`config.mk`:
```
export PLATFORM = sky130hd
export DESIGN_NAME = wdg_core
export DESIGN_NICKNAME = d
export VERILOG_FILES = /design/src/rtl/wdg_pkg.sv /design/src/rtl/wdg_core.sv /design/src/rtl/wdg_osc_sync.sv
export VERILOG_INCLUDE_DIRS = /design/src /design/src/rtl
export SDC_FILE = /design/constraint.sdc
export NUM_CORES = 1
export LEC_CHECK = 0
export BUFFER_PORTS_ARGS = -buffer_cell sky130_fd_sc_hd__buf_4
export CAP_MARGIN = 40
export CELL_PAD_IN_SITES_DETAIL_PLACEMENT = 1
export CELL_PAD_IN_SITES_GLOBAL_PLACEMENT = 2
export CORE_MARGIN = 2
export CORE_UTILIZATION = 32
export CTS_CLUSTER_DIAMETER = 100
export CTS_CLUSTER_SIZE = 8
export DETAILED_ROUTE_END_ITERATION = 8
export PLACE_DENSITY_LB_ADDON = 0.08
export SETUP_SLACK_MARGIN = 0.1
export SLEW_MARGIN = 20
export SYNTH_ARGS = -nofsm -noshare
export SYNTH_HDL_FRONTEND = slang
export SYNTH_SLANG_ARGS = --single-unit
```
`constraint.sdc`:
```
create_clock -name core_clk -period 2.3 [get_ports core_clk]
set_clock_uncertainty 0.05 [all_clocks]
set_input_delay 0.575 -clock core_clk [delete_from_list [all_inputs] [get_ports core_clk]]
set_output_delay 0.575 -clock core_clk [all_outputs]
set_load 0.01 [all_outputs]
```
`src/rtl/wdg_map.svh`:
```
// Register offsets, field positions, reset values and counts of the watchdog
`ifndef WDG_MAP_SVH
`define WDG_MAP_SVH

`define WDG_CNT_W          24
`define WDG_ADDR_W         8
`define WDG_DATA_W         32
`define WDG_SRST_W         4

`define WDG_CTRL_OFS       8'h00
`define WDG_RELOAD_OFS     8'h04
`define WDG_COUNT_OFS      8'h08

`define WDG_CTRL_EN_BIT    0
`define WDG_CTRL_RSP_BIT   1
`define WDG_CTRL_TMO_BIT   4
`define WDG_CTRL_STOP_BIT  5

`define WDG_RELOAD_RST     24'h00FFFF
`define WDG_FULL_SCALE     24'hFFFFFF
`define WDG_ZERO           24'h000000
`define WDG_ONE            24'h000001
`define WDG_MIN_RELOAD     24'h000004

`define WDG_RSP_IRQ        1'b0
`define WDG_RSP_RESET      1'b1

`define WDG_SRST_CYCLES    4'h8

`endif

```
`src/rtl/wdg_pkg.sv`:
```
// Types shared by the watchdog design files
`include "wdg_map.svh"

package wdg_pkg;

	typedef struct packed {
		logic                     wr;
		logic                     rd;
		logic [`WDG_ADDR_W-1:0]   addr;
		logic [`WDG_DATA_W-1:0]   wdata;
	} wdg_bus_req_t;

	typedef struct packed {
		logic irq_req;
		logic short_reset;
		logic stop_recovery;
	} wdg_evt_t;

	typedef struct packed {
		logic                     enable;
		logic                     rsp_valid;
		logic                     rsp_sel;
		logic                     tmo_flag;
		logic                     stop_flag;
		logic                     irq_req;
		logic                     stop_recovery;
		logic [`WDG_SRST_W-1:0]   srst_cnt;
		logic [`WDG_CNT_W-1:0]    count;
		logic [`WDG_CNT_W-1:0]    reload;
		logic [`WDG_DATA_W-1:0]   rd_data;
	} wdg_core_state_t;

	typedef struct packed {
		logic meta;
		logic sync;
		logic prev;
		logic rise;
	} wdg_sync_state_t;

endpackage

```
`src/rtl/wdg_core.sv`:
```
// Watchdog timer core: 24-bit down-counter, register port and timeout response
//
// Overview of operation
// - First enable presets the counter from the reload register before counting.
// - Once loaded, the counter decrements until it reaches zero or is refreshed.
// - While enabled, each refresh instruction reloads the counter; counting continues from there.
// - In debug mode the counter is refreshed every cycle, so no timeout occurs.
// - A timeout is recognised when the counter reaches zero.
// - A non-volatile option selects interrupt or short reset as timeout response.
// - Interrupt response raises an interrupt request and sets the timeout flag.
// - After an interrupt-mode timeout the counter wraps to all ones, no reload.
// - Interrupt response in stop mode also starts stop-mode recovery.
// - An interrupt-mode timeout in stop mode sets both the timeout flag and the stop flag.
`timescale 1ns/10ps
`default_nettype none
`include "wdg_map.svh"

module wdg_core (
	input  wire logic                    core_clk,
	input  wire logic                    reset,
	input  wire wdg_pkg::wdg_bus_req_t   bus_req,
	output logic [`WDG_DATA_W-1:0]       rd_data,
	input  wire logic                    refresh_exec,
	input  wire logic                    debug_mode,
	input  wire logic                    stop_mode,
	input  wire logic                    timeout_response_select,
	input  wire logic                    watchdog_osc,
	output wdg_pkg::wdg_evt_t            events
);
	import wdg_pkg::*;

	wdg_core_state_t            s_q;
	wdg_core_state_t            s_d;
	logic                       osc_tick;
	logic                       debug_mode_m_q;
	logic                       debug_mode_s_q;
	logic                       stop_mode_m_q;
	logic                       stop_mode_s_q;
	logic                       wr_ctrl;
	logic                       wr_reload;
	logic                       first_enable;
	logic                       timeout;
	logic                       refresh_now;

	// The oscillator is asynchronous to core_clk; it must run below half the core rate
	wdg_osc_sync u_osc_sync (
		.core_clk (core_clk),
		.reset    (reset),
		.osc_in   (watchdog_osc),
		.osc_rise (osc_tick)
	);

	// Debug and stop levels come from other clocking; two flops before use
	always_ff @(posedge core_clk) begin
		if (reset) begin
			debug_mode_m_q <= 1'b0;
			debug_mode_s_q <= 1'b0;
			stop_mode_m_q  <= 1'b0;
			stop_mode_s_q  <= 1'b0;
		end else begin
			debug_mode_m_q <= debug_mode;
			debug_mode_s_q <= debug_mode_m_q;
			stop_mode_m_q  <= stop_mode;
			stop_mode_s_q  <= stop_mode_m_q;
		end
	end

	assign wr_ctrl      = bus_req.wr && (bus_req.addr == `WDG_CTRL_OFS);
	assign wr_reload    = bus_req.wr && (bus_req.addr == `WDG_RELOAD_OFS);
	assign first_enable = wr_ctrl && bus_req.wdata[`WDG_CTRL_EN_BIT] && !s_q.enable;
	assign refresh_now  = debug_mode_s_q || (refresh_exec && s_q.enable);

	always_comb begin
		s_d               = s_q;
		s_d.rd_data       = '0;
		s_d.irq_req       = 1'b0;
		s_d.stop_recovery = 1'b0;
		timeout           = 1'b0;

		// Option bit is taken once, in the first cycle after reset is released
		if (!s_q.rsp_valid) begin
			s_d.rsp_sel   = timeout_response_select;
			s_d.rsp_valid = 1'b1;
		end

		// Register writes; status flags clear by writing one
		if (wr_ctrl) begin
			s_d.enable = bus_req.wdata[`WDG_CTRL_EN_BIT];
			if (bus_req.wdata[`WDG_CTRL_TMO_BIT]) begin
				s_d.tmo_flag = 1'b0;
			end
			if (bus_req.wdata[`WDG_CTRL_STOP_BIT]) begin
				s_d.stop_flag = 1'b0;
			end
		end
		if (wr_reload) begin
			s_d.reload = bus_req.wdata[`WDG_CNT_W-1:0];
		end

		// Counter: refresh beats enable load beats a tick
		if (refresh_now) begin
			s_d.count = s_q.reload;
		end else if (first_enable) begin
			s_d.count = s_q.reload;
		end else if (s_q.enable && osc_tick) begin
			// Zero wraps to full scale by plain decrement, never to the reload value
			s_d.count = s_q.count - `WDG_ONE;
			timeout   = (s_q.count == `WDG_ONE);
		end

		// Short reset stretch runs down one per core cycle
		if (s_q.srst_cnt != '0) begin
			s_d.srst_cnt = s_q.srst_cnt - 4'h1;
		end

		// Timeout response; sets come after clears so an event is never lost
		if (timeout) begin
			if (s_q.rsp_sel == `WDG_RSP_IRQ) begin
				s_d.irq_req  = 1'b1;
				s_d.tmo_flag = 1'b1;
				if (stop_mode_s_q) begin
					s_d.stop_recovery = 1'b1;
					s_d.stop_flag     = 1'b1;
				end
			end else begin
				s_d.srst_cnt = `WDG_SRST_CYCLES;
			end
		end

		// Read data stand only in the cycle after the read strobe
		if (bus_req.rd) begin
			unique case (bus_req.addr)
				`WDG_CTRL_OFS: begin
					s_d.rd_data[`WDG_CTRL_EN_BIT]   = s_q.enable;
					s_d.rd_data[`WDG_CTRL_RSP_BIT]  = s_q.rsp_sel;
					s_d.rd_data[`WDG_CTRL_TMO_BIT]  = s_q.tmo_flag;
					s_d.rd_data[`WDG_CTRL_STOP_BIT] = s_q.stop_flag;
				end
				`WDG_RELOAD_OFS: begin
					s_d.rd_data[`WDG_CNT_W-1:0] = s_q.reload;
				end
				`WDG_COUNT_OFS: begin
					s_d.rd_data[`WDG_CNT_W-1:0] = s_q.count;
				end
				default: begin
					s_d.rd_data = '0;
				end
			endcase
		end
	end

	always_ff @(posedge core_clk) begin
		if (reset) begin
			s_q        <= '0;
			s_q.reload <= `WDG_RELOAD_RST;
			s_q.count  <= `WDG_RELOAD_RST;
		end else begin
			s_q <= s_d;
		end
	end

	assign rd_data              = s_q.rd_data;
	assign events.irq_req       = s_q.irq_req;
	assign events.stop_recovery = s_q.stop_recovery;
	assign events.short_reset   = (s_q.srst_cnt != '0);

endmodule

`default_nettype wire

```
`src/rtl/wdg_osc_sync.sv`:
```
// Two-flop synchroniser and rising-edge detector for the watchdog oscillator
`timescale 1ns/10ps
`default_nettype none

module wdg_osc_sync (
	input  wire logic core_clk,
	input  wire logic reset,
	input  wire logic osc_in,
	output logic      osc_rise
);
	import wdg_pkg::*;

	wdg_sync_state_t s_q;
	wdg_sync_state_t s_d;

	// Only the second stage feeds the edge detector; the first stage may be metastable
	always_comb begin
		s_d      = s_q;
		s_d.meta = osc_in;
		s_d.sync = s_q.meta;
		s_d.prev = s_q.sync;
		s_d.rise = s_q.sync & ~s_q.prev;
	end

	always_ff @(posedge core_clk) begin
		if (reset) begin
			s_q <= '0;
		end else begin
			s_q <= s_d;
		end
	end

	assign osc_rise = s_q.rise;

endmodule

`default_nettype wire

```
======== Word level (Yosys, flattened, before mapping) ========
Index checks and enable logic that the tools add are counted.
Widths: inputs -> output; s select.
word-level totals
  bits in registers ....................... 99
  latch bits .............................. 0
  memory bits (writable) .................. 0
  bits in read-only memories .............. 0
  input bits .............................. 49
  output and inout port bits .............. 35
  word-level logic and storage cells ...... 62
  memories kept ........................... 0
cells by class
  $add $sub $neg .......................... 2
  multipliers ............................. 0
  div/mod/pow operators ................... 0
  $lt $le $gt $ge ......................... 0
  eq/ne operators ......................... 3
  shifts and indexed selects .............. 0
  multiplexer cells ....................... 19
  bitwise gates (word level) .............. 4
  reduce and logical (&&, ||, !) cells .... 14
operator list
  operator               count
  $mux 24                3
  $pmux 18 s2            1
  $eq 24x1->1 const B    1
  $sub 24x1->24 const B  1
  $mux 4                 3
  $pmux 2 s3             2
  $eq 8x3->1 const B     1
  $eq 8x4->1 const B     1
  $logic_not 8->1        1
  $mux 8                 1
  $mux 1                 7
  $logic_and 1x1->1      6
  $pmux 2 s2             1
  $reduce_bool 4->1      1
  $reduce_or 2->1        2
  $sub 4x1->4 const B    1
  $not 1->1              3
  $reduce_bool 3->1      1
  $reduce_or 3->1        1
  $mux 2                 1
  $and 1x1->1            1
  $logic_not 1->1        1
  $logic_or 1x1->1       1

======== Depth between registers and ports, before layout ========
  word-level depth ........................ 8
  depth in mapped cells ................... 8
  mapped depth without buffers ............ 6

======== By module ========
From an unflattened synthesis, not the netlist that was laid out.
second synthesis, totals
  cells, all modules ...................... 472
  area, all modules ....................... 4080.2 um^2
modules (own cells, without submodules)
  module        times used  cells each  area an instance (um^2)  sequential area each (um^2)
  wdg_core      1           464         3968.8                   1741.7
  wdg_osc_sync  1           8           111.4                    80.1

======== Least setup slack after synthesis ========
OpenSTA, ideal clock, no wires.
  path kind ............................... input to register
  from .................................... input bus_req[35] (netlist name)
  to ...................................... register s_q[57] (netlist name)
  setup time .............................. 0.125 ns
  data arrival time ....................... 1.823 ns
  required time ........................... 2.125 ns
  path slack .............................. 0.303 ns
  stages .................................. 6
  buffers on the path ..................... 2
  path through ............................ buf_2 nor4b_1 and4_1 a211o_1 buf_2 a2111o_1
between the ends
  word-level cells in the longest chain between the ends .. 6
  elaborated cells on any way between the ends .. 7
  classes of those cells .................. mux (2); reduce/logical (5)
ends and longest elaborated chain
  item                                 RTL line         text
  start, declared                      wdg_core.sv:21   input wire wdg_pkg::wdg_bus_req_t bus_req,
  $logic_not 8->1 (*)                  --
  $logic_and 1x1->1 (*)                wdg_core.sv:68   assign wr_ctrl = bus_req.wr && (bus_req.addr == `WDG_CTRL_OFS);
  $logic_and 1x1->1 (*) (2 in series)  wdg_core.sv:70   assign first_enable = wr_ctrl && bus_req.wdata[`WDG_CTRL_EN_BIT] && !s_q.enable;
  $mux 24                              wdg_core.sv:103  end else if (first_enable) begin
  $mux 24                              wdg_core.sv:101  if (refresh_now) begin
  end, declared                        wdg_core.sv:32   wdg_core_state_t s_q;
Every way passes the cells marked *; elsewhere a longest branch is shown, timed or not.
A chain may end at the register's enable or synchronous reset.

==> results.tsv <==
stage	metric	value	unit
global_route	vias in the first global route	3472	
clocking	clk sinks	91	
clocking	worst skew pair latency	350	ps
power	Clock Power Share	0.407	
synthesis	Synthesis Warnings	0	
synthesis	Distinct cells, synth	52	
sta	fmax	470.7	MHz
power	Int Pwr	2.599	mW
synthesis	Syn Area/Cell	8.461	µm²
global_route	Overflow after GRT	0	
sta	Final Slew Violations	0	
floorplanning	Starting Density	0.3312	
floorplanning	I/O pin total	84	
worst_hold_path	Hold Crit Class	flip-flop to flip-flop	
power	sw power	0.9059	mW
setup_path	Startpoint Class	flip-flop	
final_layout	ant diodes	0	
sta	final setup TNS	0	ps
setup_path	R2R setup slack	200	ps
synthesis	EDFF count, synth	0	
clocking	root buf cell	clkbuf_16	
flow_run	max cap viols	0	
clocking	number of CTS-inserted buffers	9	
sta	final hold violation count	0	
sta	Fin Hold WS	337.4	ps
routing	First DRT Iteration DRCs	120	
floorplanning	CORE AREA	0.01216	mm²
synthesis	flops & latches, synth	91	
routing	residual DRC count	0	
routing	average wire per standard cell	15.89	µm
global_route	antenna violations before repair	0	
power	Lkg Pwr	1.973	nW
place	hpwl dp	7830	µm
power	Switching Share	0.2584	
final_layout	area grow syn2layout	22.43	%
final_layout	most frequent cells in the layout	92 x buf_4, 91 x dfxtp_1, 73 x nand2_1	
floorplanning	standard-cell row count	40	
global_route	GRT Total Usage	0.1771	
synthesis	Synth Cell Area	0.004028	mm²
synthesis	Seq/Total Area, Yosys	0.4523	
sta	final setup vio count	0	
global_route	largest net degree at the start of global routing	27	
sta	Slew HR	0.6068	
power	Comb pwr share	0.117	
place	IO Port Bufs	67	
floorplanning	Die Ht	116.2	µm
routing	ANT nets after route	0	
clocking	Reg clk slew, reported paths	70	ps
power	PwrDens	710.9	mW/mm²
place	Placed Cells	681	
setup_path	critical path data required time	1670	ps
run_status	status	complete, no violations	
place	gpl congestion	0.7946	
global_route	first-pass GRT wire length	18400	µm
sta	Final period util	0.9236	
final_layout	Total Nets Final	578	
routing	detail-routed via count per cell	4.928	
final_layout	Fillers	1493	
routing	vias	3445	
setup_path	Setup Crit Path Kind	flip-flop to primary output	
synthesis	Synth Instances	476	
clocking	htree depth	3	
sta	Least-Margin Pin Slew	586.7	ps
setup_path	worst-path maximum fanout	4	
final_layout	most common cell after layout, fill and taps aside	buf_4	
routing	DRT Wirelength	11110	µm
power	maximum VDD drop	0.3988	mV
power	Reg power frac	0.477	
floorplanning	DIE AREA	0.01350	mm²
final_layout	Finished Layout Cells	699	
synthesis	ys flop type	dfxtp_1	
setup_path	crit end category	primary output	
clocking	TritonCTS clock tree	yes	
sta	RSZ-0062 raised after global routing	no	
synthesis	asr flop ratio synth	0	
sta	Final min period	2124	ps
final_layout	share of layout cells above drive strength 1	0.2335	
clocking	clk buf depth	2	
routing	drt pass-1 iters	4	
floorplanning	die width	116.2	µm
setup_path	Critical Path AT	1500	ps
final timing paths:
check,from,to,cells past startpoint
worst max-delay path,s_q[80],events[1],4
worst min-delay path,u_osc_sync.s_q[1],u_osc_sync.osc_rise,1
worst max register to register,s_q[68],s_q[82],6
worst min register to register,u_osc_sync.s_q[1],u_osc_sync.osc_rise,1
cell type report:
cell class	count	area (µm²)	area share
repair buffers	95	742.0	0.1505
inverters	5	18.77	0.003806
clock buffers	9	225.2	0.04567
multi-input cells	324	1852	0.3755
well taps	168	210.2	0.04263
clock inverters	7	61.31	0.01243
flip-flops and latches	91	1822	0.3694
layer usage:
layer	vias up	part of all wire	track usage
li1	1724	-	-
met4	0	0.012	0.05238
met3	12	0.029	0.03944
met2	41	0.47	0.2912
met5	-	0	0
met1	1668	0.49	0.2341
critical path: stages, from the launching register on:
cell and delay, ps:
dfxtp_1 310, inv_1 90, ha_2 200, or3b_4 400
buf_4 160
flip-flops by register name, indices dropped and copies added, names as in the netlist:
name,cells
stop_mode_m_q,1
u_osc_sync.s_q,1
events,2
rd_data,24
stop_mode_s_q,1
u_osc_sync.s_d,2
debug_mode_s_q,1
s_q,57
debug_mode_m_q,1
u_osc_sync.osc_rise,1
per-stage QoR:
step,worst slack [ps],util,power [mW],cell area [µm²]
5_1_grt,99.80,0.4055,3.669,4931
4_1_cts,137.2,0.4040,3.514,4913
3_3_place_gp,-231.5,0.3793,2.046,4613
2_1_floorplan,302.6,-,1.933,4054
6_report,175.7,0.4055,3.505,4931
3_5_place_dp,84.29,0.3802,2.065,4624
power groups by stage:
stage                     sequential, mW  combinational, mW  clock (mW)
after floorplan                     1.69              0.242           0
final                               1.67              0.408        1.43
after global placement              1.70              0.343           0
after CTS                           1.67              0.372        1.47
after detailed placement            1.71              0.360           0
after global routing                1.68              0.451        1.54
cells by family (layout without fill, tap and decap cells):
| family | count (synthesis) | count (layout) | synth area share |
|---|---|---|---|
| and+or+nand+nor | 194 | 194 | 0.2342 |
| adders and majority gates | 3 | 3 | 0.009321 |
| muxes | 6 | 6 | 0.01491 |
| other | 1 | 8 | 0.0009311 |
| DFF | 91 | 91 | 0.4523 |
| xor gates and xnor gates | 13 | 13 | 0.02827 |
| AOI/OAI and AO/OA | 100 | 100 | 0.1631 |
| buffers and inverters | 68 | 116 | 0.09692 |
synth_stat cells, drive strengths merged, types with 2 or more instances:
library cell	instances	area share
nor3b	2	0.0037
nor3	12	0.021
a221oi	3	0.0065
or3	4	0.0075
and3	5	0.0081
o211ai	6	0.011
and2	3	0.0050
inv	4	0.0037
o21a	4	0.0075
a22oi	28	0.052
clkbuf	21	0.020
or4	2	0.0047
o22ai	6	0.0093
buf	42	0.073
nor4b	2	0.0043
xnor2	8	0.017
dfxtp	91	0.45
a31oi	5	0.0078
nand4	5	0.0078
a21oi	27	0.034
o21ai	12	0.015
nand2	73	0.068
a211o	2	0.0043
a31o	2	0.0043
ha	3	0.0093
nor2b	10	0.016
mux2i	6	0.015
nor2	43	0.040
nand3	22	0.027
xor2	5	0.011
nor4	6	0.011
timing repair:
item                                    in CTS  in global routing
endpoints found under the setup margin       1                  1
resized for setup                            1                  1
setup buffers                                0                  2
hold buffers                                 0                  0
Note: power is estimated with default switching activity, not from simulation.
